[src/verilog/sdb_pkg.sv]
// shared constants and types for the configuration, burst and activation block
package sdb_pkg;

	// ==========================================================
	// clock and timing
	localparam int CLK_PS = 8000;
	localparam int ACT_TO_ACCESS_NS = 20;
	localparam int ACT_CYCLE_NS = 60;
	localparam int BANK_SPACING_NS = 15;
	localparam int RCD_CYC = (ACT_TO_ACCESS_NS * 1000 + CLK_PS - 1) / CLK_PS;
	localparam int RC_CYC = (ACT_CYCLE_NS * 1000 + CLK_PS - 1) / CLK_PS;
	localparam int RRD_CYC = (BANK_SPACING_NS * 1000 + CLK_PS - 1) / CLK_PS;
	localparam int CFG_RECOVERY_CYC = 2;
	localparam logic [7:0] RCD_CNT = 8'(RCD_CYC);
	localparam logic [7:0] RC_CNT = 8'(RC_CYC);
	localparam logic [7:0] RRD_CNT = 8'(RRD_CYC);
	localparam logic [7:0] MRD_CNT = 8'(CFG_RECOVERY_CYC);
	localparam logic [7:0] CNT_SAT = 8'hff;

	// ==========================================================
	// configuration word
	localparam int CFG_W = 10;
	localparam logic [9:0] CFG_RESET = 10'h020;
	localparam logic [2:0] SPAN_1 = 3'h0;
	localparam logic [2:0] SPAN_2 = 3'h1;
	localparam logic [2:0] SPAN_4 = 3'h2;
	localparam logic [2:0] SPAN_8 = 3'h3;
	localparam logic [2:0] SPAN_PAGE = 3'h7;
	localparam logic [2:0] DELAY_2 = 3'h2;
	localparam logic [2:0] DELAY_3 = 3'h3;
	localparam logic [1:0] OPMODE_NORMAL = 2'h0;

	// ==========================================================
	// command codes on {ras_n, cas_n, we_n} with chip select low
	localparam logic [2:0] CMD_LOAD = 3'h0;
	localparam logic [2:0] CMD_PRECHARGE = 3'h2;
	localparam logic [2:0] CMD_ACTIVE = 3'h3;
	localparam logic [2:0] CMD_WRITE = 3'h4;
	localparam logic [2:0] CMD_READ = 3'h5;
	localparam logic [2:0] CMD_TERM = 3'h6;
	localparam logic [2:0] CMD_NOP = 3'h7;
	localparam int ALL_BANKS_BIT = 10;

	// ==========================================================
	// register map
	localparam logic [11:0] REG_CONFIG = 12'h000;
	localparam logic [11:0] REG_STATUS = 12'h004;
	localparam int ST_RCD = 0;
	localparam int ST_RC = 1;
	localparam int ST_RRD = 2;
	localparam int ST_BUSY = 3;
	localparam int ST_MRD = 4;
	localparam int ST_CLOSED = 5;
	localparam int ST_RESERVED = 6;
	localparam int ST_FLAGS = 7;
	localparam int ST_OPEN_LSB = 8;
	localparam int ST_BURST = 12;
	localparam int ST_BURST_WR = 13;

	// ==========================================================
	// types
	typedef struct packed {
		logic cs_n;
		logic ras_n;
		logic cas_n;
		logic we_n;
		logic [1:0] ba;
		logic [12:0] addr;
	} sdb_cmd_t;

	typedef struct packed {
		logic write_single_bit;
		logic op_mode_high_bit;
		logic op_mode_low_bit;
		logic [2:0] read_delay_setting;
		logic burst_order_bit;
		logic [2:0] burst_span;
	} sdb_cfg_t;

	typedef enum logic [1:0] {
		SDB_IDLE = 2'b01,
		SDB_BURST = 2'b10
	} sdb_state_t;

endpackage : sdb_pkg
[src/verilog/sdb_mode_burst.sv]
// configuration store, burst column sequencer, read delay and row activation checks
`timescale 1ns/1ps

// Behaviour
// - configuration is stored on a load command with bank zero or an apb write and held until the next such load or write
// - word fields: span 2:0, order 3, read delay 6:4, mode 8:7, write mode 9
// - spans 1, 2, 4, 8 in both orders; full page sequential only
// - burst stays in an aligned block of span columns, wrapping at its edge
// - page is 2048, 1024 or 512 columns depending on organization
// - sequential adds a count to low bits, interleaved xors it
// - full page burst is sequential only, interleave is not supported there
// - full page burst runs on, wrapping from last column to zero, until stopped
// - span one accesses the addressed column only, order bit ignored
// - read delay is two or three clocks
// - read at edge n drives from edge n+m-1, data valid by edge n+m
// - both mode bits zero is normal operation, other values are reserved
// - write mode bit set makes every write a single location access
module sdb_mode_burst #(
	parameter int COL_W = 10
) (
	input wire logic i_ref_clk,
	input wire logic i_rst,
	input wire sdb_pkg::sdb_cmd_t i_cmd,
	input wire logic i_psel,
	input wire logic i_penable,
	input wire logic i_pwrite,
	input wire logic [11:0] i_paddr,
	input wire logic [31:0] i_pwdata,
	output logic [31:0] o_prdata,
	output logic o_pready,
	output logic o_pslverr,
	output logic o_wr_beat,
	output logic [COL_W-1:0] o_wr_col,
	output logic o_dq_oe,
	output logic [COL_W-1:0] o_rd_col,
	output logic [3:0] o_bank_open
);

	// ==========================================================
	// functions
	function automatic logic [2:0] span_mask(input logic [2:0] span);
		case (span)
			sdb_pkg::SPAN_2: span_mask = 3'h1;
			sdb_pkg::SPAN_4: span_mask = 3'h3;
			sdb_pkg::SPAN_8: span_mask = 3'h7;
			default: span_mask = 3'h0;
		endcase
	endfunction : span_mask

	// x4 pages skip address bit 10, which carries the precharge-all flag
	function automatic logic [COL_W-1:0] cap_col(input logic [12:0] addr);
		logic [10:0] packed_col;
		packed_col = {addr[11], addr[9:0]};
		cap_col = (COL_W == 11) ? packed_col[COL_W-1:0] : addr[COL_W-1:0];
	endfunction : cap_col

	function automatic logic [7:0] sat_inc(input logic [7:0] v);
		sat_inc = (v == sdb_pkg::CNT_SAT) ? v : 8'(v + 8'h01);
	endfunction : sat_inc

	// ==========================================================
	// command decode
	logic [2:0] cmd_code;
	logic cmd_valid;
	logic cmd_load;
	logic cmd_act;
	logic cmd_read;
	logic cmd_write;
	logic cmd_term;
	logic cmd_pre;
	logic load_ok;
	logic [COL_W-1:0] cmd_col;

	assign cmd_code = {i_cmd.ras_n, i_cmd.cas_n, i_cmd.we_n};
	assign cmd_valid = !i_cmd.cs_n && cmd_code != sdb_pkg::CMD_NOP;
	assign cmd_load = !i_cmd.cs_n && cmd_code == sdb_pkg::CMD_LOAD;
	assign cmd_act = !i_cmd.cs_n && cmd_code == sdb_pkg::CMD_ACTIVE;
	assign cmd_read = !i_cmd.cs_n && cmd_code == sdb_pkg::CMD_READ;
	assign cmd_write = !i_cmd.cs_n && cmd_code == sdb_pkg::CMD_WRITE;
	assign cmd_term = !i_cmd.cs_n && cmd_code == sdb_pkg::CMD_TERM;
	assign cmd_pre = !i_cmd.cs_n && cmd_code == sdb_pkg::CMD_PRECHARGE;
	// a load with nonzero bank selects addresses another word and is ignored
	assign load_ok = cmd_load && i_cmd.ba == 2'h0;
	assign cmd_col = cap_col(i_cmd.addr);

	// ==========================================================
	// apb slave, zero wait states
	logic apb_setup;
	logic apb_acc;
	logic apb_hit;
	logic apb_cfg_wr;
	logic apb_st_wr;

	assign apb_setup = i_psel && !i_penable;
	assign apb_acc = i_psel && i_penable;
	assign apb_hit = i_paddr == sdb_pkg::REG_CONFIG || i_paddr == sdb_pkg::REG_STATUS;
	assign apb_cfg_wr = apb_acc && i_pwrite && i_paddr == sdb_pkg::REG_CONFIG;
	assign apb_st_wr = apb_acc && i_pwrite && i_paddr == sdb_pkg::REG_STATUS;
	assign o_pready = apb_acc;
	assign o_pslverr = apb_acc && !apb_hit;

	// ==========================================================
	// configuration store
	sdb_pkg::sdb_cfg_t cfg;
	logic cfg_lat3;

	// unrecognised delay codes run as three clocks, the safer of the two
	assign cfg_lat3 = cfg.read_delay_setting != sdb_pkg::DELAY_2;

	always_ff @(posedge i_ref_clk) begin
		if (i_rst) begin
			cfg <= sdb_pkg::CFG_RESET;
		end else if (load_ok) begin
			cfg <= i_cmd.addr[sdb_pkg::CFG_W-1:0];
		end else if (apb_cfg_wr) begin
			cfg <= i_pwdata[sdb_pkg::CFG_W-1:0];
		end
	end

	// ==========================================================
	// burst sequencer
	sdb_pkg::sdb_state_t state;
	logic beat;
	logic is_wr;
	logic [COL_W-1:0] col;
	logic [2:0] start;
	logic [2:0] cnt;
	logic [2:0] span;
	logic order;
	logic [1:0] bank;
	logic [2:0] mask;
	logic at_last;
	logic start_any;
	logic stop_any;
	logic cont;
	logic [2:0] next_low;

	assign mask = span_mask(span);
	assign at_last = span != sdb_pkg::SPAN_PAGE && cnt == mask;
	assign start_any = cmd_read || cmd_write;
	assign stop_any = cmd_term || (cmd_pre && (i_cmd.addr[sdb_pkg::ALL_BANKS_BIT] || i_cmd.ba == bank));
	assign cont = state == sdb_pkg::SDB_BURST && !start_any && !stop_any && !at_last;
	assign next_low = order ? (start ^ 3'(cnt + 3'h1)) : 3'(start + cnt + 3'h1);

	always_ff @(posedge i_ref_clk) begin
		if (i_rst) begin
			state <= sdb_pkg::SDB_IDLE;
			beat <= 1'b0;
			is_wr <= 1'b0;
			col <= '0;
			start <= 3'h0;
			cnt <= 3'h0;
			span <= sdb_pkg::SPAN_1;
			order <= 1'b0;
			bank <= 2'h0;
		end else if (start_any) begin
			// a new access truncates whatever burst is running
			state <= sdb_pkg::SDB_BURST;
			beat <= 1'b1;
			is_wr <= cmd_write;
			col <= cmd_col;
			start <= cmd_col[2:0];
			cnt <= 3'h0;
			span <= (cmd_write && cfg.write_single_bit) ? sdb_pkg::SPAN_1 : cfg.burst_span;
			order <= cfg.burst_order_bit;
			bank <= i_cmd.ba;
		end else begin
			unique case (state)
				sdb_pkg::SDB_IDLE: begin
					beat <= 1'b0;
				end
				sdb_pkg::SDB_BURST: begin
					if (stop_any || at_last) begin
						state <= sdb_pkg::SDB_IDLE;
						beat <= 1'b0;
					end else begin
						cnt <= 3'(cnt + 3'h1);
						if (span == sdb_pkg::SPAN_PAGE) begin
							col <= COL_W'(col + 1'b1);
						end else begin
							col <= {col[COL_W-1:3], (col[2:0] & ~mask) | (next_low & mask)};
						end
					end
				end
			endcase
		end
	end

	assign o_wr_beat = beat && is_wr;
	assign o_wr_col = col;

	// ==========================================================
	// read delay pipe
	logic rd_s1_v;
	logic [COL_W-1:0] rd_s1_col;

	always_ff @(posedge i_ref_clk) begin
		if (i_rst) begin
			rd_s1_v <= 1'b0;
			rd_s1_col <= '0;
			o_dq_oe <= 1'b0;
			o_rd_col <= '0;
		end else begin
			rd_s1_v <= beat && !is_wr;
			rd_s1_col <= col;
			o_dq_oe <= cfg_lat3 ? rd_s1_v : (beat && !is_wr);
			o_rd_col <= cfg_lat3 ? rd_s1_col : col;
		end
	end

	// ==========================================================
	// row activation tracking and timing watch
	logic [3:0] bank_open;
	logic [7:0] since_act [4];
	logic [7:0] since_any;
	logic [7:0] since_load;
	logic [sdb_pkg::ST_FLAGS-1:0] flags;
	logic [sdb_pkg::ST_FLAGS-1:0] flag_set;
	logic cfg_bad;

	assign o_bank_open = bank_open;
	assign cfg_bad = {i_cmd.addr[8], i_cmd.addr[7]} != sdb_pkg::OPMODE_NORMAL
		|| !(i_cmd.addr[2:0] inside {sdb_pkg::SPAN_1, sdb_pkg::SPAN_2, sdb_pkg::SPAN_4, sdb_pkg::SPAN_8,
			sdb_pkg::SPAN_PAGE})
		|| !(i_cmd.addr[6:4] inside {sdb_pkg::DELAY_2, sdb_pkg::DELAY_3})
		|| (i_cmd.addr[3] && i_cmd.addr[2:0] == sdb_pkg::SPAN_PAGE);

	always_comb begin
		flag_set = '0;
		flag_set[sdb_pkg::ST_RCD] = start_any && since_act[i_cmd.ba] < sdb_pkg::RCD_CNT;
		flag_set[sdb_pkg::ST_CLOSED] = start_any && !bank_open[i_cmd.ba];
		flag_set[sdb_pkg::ST_RC] = cmd_act && (since_act[i_cmd.ba] < sdb_pkg::RC_CNT || bank_open[i_cmd.ba]);
		flag_set[sdb_pkg::ST_RRD] = cmd_act && since_any < sdb_pkg::RRD_CNT;
		flag_set[sdb_pkg::ST_BUSY] = load_ok && |bank_open;
		flag_set[sdb_pkg::ST_MRD] = cmd_valid && since_load < sdb_pkg::MRD_CNT;
		flag_set[sdb_pkg::ST_RESERVED] = load_ok && cfg_bad;
	end

	always_ff @(posedge i_ref_clk) begin
		if (i_rst) begin
			bank_open <= 4'h0;
		end else if (cmd_act) begin
			bank_open[i_cmd.ba] <= 1'b1;
		end else if (cmd_pre) begin
			if (i_cmd.addr[sdb_pkg::ALL_BANKS_BIT]) begin
				bank_open <= 4'h0;
			end else begin
				bank_open[i_cmd.ba] <= 1'b0;
			end
		end
	end

	// counters hold edges since the event; saturated means long ago
	always_ff @(posedge i_ref_clk) begin
		if (i_rst) begin
			for (int b = 0; b < 4; b++) begin
				since_act[b] <= sdb_pkg::CNT_SAT;
			end
			since_any <= sdb_pkg::CNT_SAT;
			since_load <= sdb_pkg::CNT_SAT;
		end else begin
			for (int b = 0; b < 4; b++) begin
				since_act[b] <= (cmd_act && i_cmd.ba == 2'(b)) ? 8'h01 : sat_inc(since_act[b]);
			end
			since_any <= cmd_act ? 8'h01 : sat_inc(since_any);
			since_load <= load_ok ? 8'h01 : sat_inc(since_load);
		end
	end

	// sticky, write one to clear; a new event wins over a clear in the same cycle
	always_ff @(posedge i_ref_clk) begin
		if (i_rst) begin
			flags <= '0;
		end else begin
			flags <= (flags & ~(apb_st_wr ? i_pwdata[sdb_pkg::ST_FLAGS-1:0] : '0)) | flag_set;
		end
	end

	// read data is captured in the setup cycle
	always_ff @(posedge i_ref_clk) begin
		if (i_rst) begin
			o_prdata <= 32'h0;
		end else if (apb_setup && !i_pwrite) begin
			if (i_paddr == sdb_pkg::REG_CONFIG) begin
				o_prdata <= 32'(cfg);
			end else if (i_paddr == sdb_pkg::REG_STATUS) begin
				o_prdata <= 32'({is_wr, state == sdb_pkg::SDB_BURST, bank_open, 1'b0, flags});
			end else begin
				o_prdata <= 32'h0;
			end
		end
	end
endmodule : sdb_mode_burst

[config.mk]
export PLATFORM = sky130hd
export DESIGN_NAME = sdb_mode_burst
export DESIGN_NICKNAME = d
export VERILOG_FILES = /design/src/verilog/sdb_pkg.sv /design/src/verilog/sdb_mode_burst.sv
export SDC_FILE = /design/constraint.sdc
export NUM_CORES = 1
export LEC_CHECK = 0
export BUFFER_PORTS_ARGS = -buffer_cell sky130_fd_sc_hd__buf_2
export CAP_MARGIN = 20
export CELL_PAD_IN_SITES_DETAIL_PLACEMENT = 0
export CELL_PAD_IN_SITES_GLOBAL_PLACEMENT = 1
export CORE_ASPECT_RATIO = 1.5
export CORE_UTILIZATION = 44
export CTS_CLUSTER_SIZE = 14
export DETAILED_ROUTE_END_ITERATION = 6
export GPL_TIMING_DRIVEN = 0
export PLACE_DENSITY = 0.89
export SLEW_MARGIN = 20
export SYNTH_ARGS = -nofsm -noshare
export SYNTH_HDL_FRONTEND = slang
export SYNTH_SLANG_ARGS = --single-unit
[constraint.sdc]
create_clock -name i_ref_clk -period 4.3 [get_ports i_ref_clk]
set_input_delay 0.215 -clock i_ref_clk [delete_from_list [all_inputs] [get_ports i_ref_clk]]
set_output_delay 0.215 -clock i_ref_clk [all_outputs]
set_load 0.05 [all_outputs]
# Yosys cells after proc, flatten, opt, wreduce, memory -nomap -nowiden
# Memory sizes are Yosys's and may differ from the RTL's.
# Cells that the tools add are included.
dict set report totals {
  regBits 117
  mem_bits_rw 32
  input_bits 68
  out_inout_bits 60
  memories 1
}
dict set report op_classes {
  add_sub_neg 10
  magnitude_cmp 6
  n_eq_ne 36
  mux 46
  bitwise_logic 16
  n_reduce_logical 70
}
# memory depth width rd rd_ports_with_merged_regs write_ports line
set mem_list {}
lappend mem_list {since_act 4 8 5 0 4 sdb_mode_burst.sv:214} ;# logic [7:0] since_act [4];
# op count
set op_table {}
lappend op_table {{$mux W8} 16}
lappend op_table {{$mux W10} 7}
lappend op_table {{$add A8 B1 Y8 const B} 6}
lappend op_table {{$eq A8 B8 Y1 const B} 6}
lappend op_table {{$logic_and A1 B1 Y1} 33}
lappend op_table {{$mux W14} 2}
lappend op_table {{$eq A3 B2 Y1 const B} 8}
lappend op_table {{$lt A8 B2 Y1 const B} 3}
lappend op_table {{$eq A3 B3 Y1 const B} 5}
lappend op_table {{$reduce_bool A2 Y1} 7}
lappend op_table {{$eq A12 B3 Y1 const B} 1}
lappend op_table {{$logic_not A12 Y1} 1}
lappend op_table {{$mux W4} 3}
lappend op_table {{$add A10 B1 Y10 const B} 1}
lappend op_table {{$logic_or A1 B1 Y1} 9}
lappend op_table {{$ne A3 B3 Y1 const B} 3}
lappend op_table {{$pmux W3 S3} 1}
lappend op_table {{$logic_not A1 Y1} 8}
lappend op_table {{$lt A8 B4 Y1 const B} 1}
lappend op_table {{$mux W1} 8}
lappend op_table {{$and A7 B7 Y7} 1}
lappend op_table {{$mux W7} 1}
lappend op_table {{$not A7 Y7} 1}
lappend op_table {{$or A7 B7 Y7} 1}
lappend op_table {{32 further kinds} 51}

# Logic depth before layout (Yosys ltp)
dict set report depth {
  depth_word 9
  ltp_mapped 9
  depth_no_buf 9
}

# Worst setup path before layout
# Ideal clock, no wire load.
dict set report synth_path {
  kind {flip-flop to flip-flop}
  start {register with a tool-made name}
  end {register col[6], in the netlist o_wr_col[6]}
  t_arrival_ns 1.791
  path_slack_ns 2.385
  stages_incl_launch_ff 6
  path_buffers 0
  synth_period_minus_slack_ns 1.915
  cell_sequence {dfxtp_1 > ha_1 > nand3_1 > a2111oi_0 > xnor2_1 > o21ai_0}
}
# item line
set synth_lines {}
lappend synth_lines {{end signal: assignment} sdb_mode_burst.sv:161} ;# col <= cmd_col;
lappend synth_lines {{end signal: assignment} sdb_mode_burst.sv:179} ;# col <= COL_W'(col + 1'b1);
lappend synth_lines {{end signal: assignment} sdb_mode_burst.sv:181} ;# col <= {col[COL_W-1:3], (col[2:0] & ~mask) | (next_low & mask)};
lappend synth_lines {{end: declaration} sdb_mode_burst.sv:125} ;# logic [COL_W-1:0] col;

==> impl_metrics.tcl <==
set metrics [dict create \
    run_status "complete, no violations" \
    worstRegToRegCells 6 \
    area_growth_pct 20.3 \
    insertion_delay_ps 420 \
    synth_area_per_cell_um2 8.63 \
    hpwl_mm 12.5 \
    numCtsBuffers 17 \
    antenna_found_initial 0 \
    finalWorstSetupSlack_ps 2240 \
    rrSetupSlack_ps 2240 \
    drv_cap 0 \
    critPathLaunchType "register" \
    yosysSeqAreaShare_pct 41.3 \
    min_to "o_wr_col[6]" \
    postCtsHoldBufs 0 \
    synth_top_cell_by_area "dfxtp_1" \
    synth_edf_count 0 \
    drt_iter0_drc 197 \
    p_sw_share_pct 34.2 \
    die_h_um 149 \
    port_buffers 82 \
    die_width_um 100 \
    syn_inst 735 \
    htree_levels 4 \
    clockBufferDepth 2 \
    num_io_pins 128 \
    netlist_area_um2 6350 \
    antenna_cells 0 \
    cp_max_fo 10 \
    critical_path_class "reg2reg" \
    gp_congestion 0.878 \
    viasPerCell 5.49 \
    cp.required_ps 4610 \
    numClockSinks 131 \
    switching_power_w 0.00142 \
    critPathCaptureType "register" \
    synth_area_leaders "dfxtp_1 (41%), o21ai_0 (5.5%), mux2i_1 (4.7%)" \
    fin_cells 1058 \
    power_leakage_nw 3.30 \
    tritoncts "yes" \
    drive_gt1_share_pct 19.7 \
    skew_ps 6.74 \
    grt_max_degree 17 \
    cts-root-buf "clkbuf_16" \
    drc 0 \
    dieArea_um2 14900 \
    clk_pin_slew_ps 60 \
    synth_top_flop_cell "dfxtp_1" \
    layout.nets 931 \
    synth_warnings 0 \
    post_drt_wl_per_cell_um 16.2 \
    tightest_slew_ps 753 \
    grt-ovfl-total 0 \
    clkPwrFrac_pct 33.7 \
    grt_pass1_wl_mm 27.3 \
    vdd_ir_drop_max_mv 0.331 \
    cp.arrival_ps 2370 \
    rsz0062_at_grt "false" \
    cts_resized 0 \
    wl_mm 17.1 \
    min_path_type "in2reg" \
    hold_start "i_cmd[6]" \
    first_pass_iters 4 \
    finalSetupViolCount 0 \
    r2r-start "span[0]" \
    max_stage_delay_ps 370 \
    vias 5808 \
    initial_utilization_pct 45.1 \
    power_per_cell_area_nw_per_um2 546 \
    grt_usage_pct 23.7 \
    core_um2 14100 \
    finalSetupTns_ps 0 \
    synth_top_area_share_pct 41.3 \
    dp_cells 1026 \
    path_cells "buf_2 -> and4_1 -> o311ai_4 -> o221ai_2 -> o311ai_2 -> mux2_2" \
    rows 53 \
    postRouteAntennaNets 0 \
    hold_violations 0 \
    critical-path-slowest-cell "mux2_2" \
    fin_crit_sh_pct 48.0 \
    first_global_vias 5509 \
    combPwrFrac_pct 27.8 \
    fin_crit_ps 2060 \
    synth-async-reset-ratio_pct 0 \
    synth.most_common_cell "dfxtp_1" \
    internal_power_w 0.00275 \
    fmax_mhz 484 \
    seq_power_share_pct 38.5 \
    netlist-cell-type-count 61 \
    cts_post_setup_buffers_inserted 0 \
    synth_commonest_cells "dfxtp_1 (131), nor2_1 (74), o21ai_0 (70), nand2_1 (53), a21oi_1 (45)" \
    min_path_cells 3 \
    max_slew_margin_pct 49.6 \
    slew_violations 0 \
    dp_slack_ps 2200 \
    synth_seq_cells 131 \
]
[cell usage in the layout, fill, tap and decap left out, types with 18 or more instances in the layout]
cell / n
dfxtp_1: 131
buf_2: 92
nor2_1: 74
o21ai_0: 70
nand2_1: 53
a21oi_1: 45
nand3_1: 42
mux2i_1: 30
clkbuf_1: 26
buf_4: 19
conb_1: 18
[state kept, by name, indices dropped and copies added (netlist names), 3 cells and up, named ones only]
name and cells:
cfg 10, cnt 3, flags 7, o_bank_open 4, o_prdata 14, o_rd_col 10, o_wr_col 7, rd_s1_col 10
since_act 32, since_any 8, since_load 8, span 3, start 3
[power by group through the flow]
stage	registers (W)	logic [W]	clock network, W
6_report	0.00161	0.00116	0.00140
5_1_grt	0.00164	0.00131	0.00148
4_1_cts	0.00160	0.00116	0.00142
3_5_place_dp	0.00162	0.00115	0
3_3_place_gp	0.00162	0.00113	0
2_1_floorplan	0.00160	0.000939	0
[worst max-delay path by stage]
stage / from / endpoint / slack [ps] / cells after the start
global placement: i_paddr[1] / cfg[5] / 2200 / 7
detailed placement: i_paddr[5] / cfg[5] / 2200 / 7
global route: span[0] / register / 2200 / 6
CTS: span[0] / register / 2270 / 6
floorplan: register / o_wr_col[6] / 2390 / 5
finish: span[0] / register / 2240 / 6
[metrics by stage]
step	power [W]	util (%)	hold slack (ps)	instance area (µm²)
final	0.00417	54.3	91.4	7630
after floorplan	0.00254	-	324	6410
after CTS	0.00419	54.3	69.6	7630
after global placement	0.00275	50.2	439	7060
after detailed placement	0.00278	50.2	453	7060
after global routing	0.00443	54.3	102	7630
[final cells by class]
type	count	area, µm²
clock buffers	18	429
fillers	1399	6420
inverters	18	67.6
flip-flops and latches	131	2620
clock inverters	14	145
multi-input cells	545	3420
plain buffers	58	302
well taps	192	240
repair buffers	82	410
[routing by layer]
metal	global-route usage (%)	share of wire, %
met3	5.01	4.1
met2	41.7	51
met1	26.1	40
met4	13.5	4.5
met5	0	0
[worst max-delay path: cells and delay by family, from the launching register on]
| kind | cells | cell delay [ps] |
|---|---|---|
| AO/OA/AOI/OAI | 3 | 930 |
| buffers and inverters | 1 | 170 |
| flip-flops | 1 | 310 |
| multiplexers | 1 | 370 |
| AND/OR/NAND/NOR | 1 | 190 |
[logic make-up (layout without fill, tap and decap cells)]
family | Yosys count | in the layout | share of synthesized area [%]
xor+xnor | 26 | 26 | 3.59
other cells | 1 | 18 | 0.0591
compound gates | 179 | 179 | 17.8
flops | 131 | 131 | 41.3
mux | 47 | 47 | 8.28
simple gates | 264 | 264 | 20.9
fa+ha+maj | 11 | 11 | 2.25
buf+inv | 76 | 190 | 5.82
(Power assumes the default switching activity.)
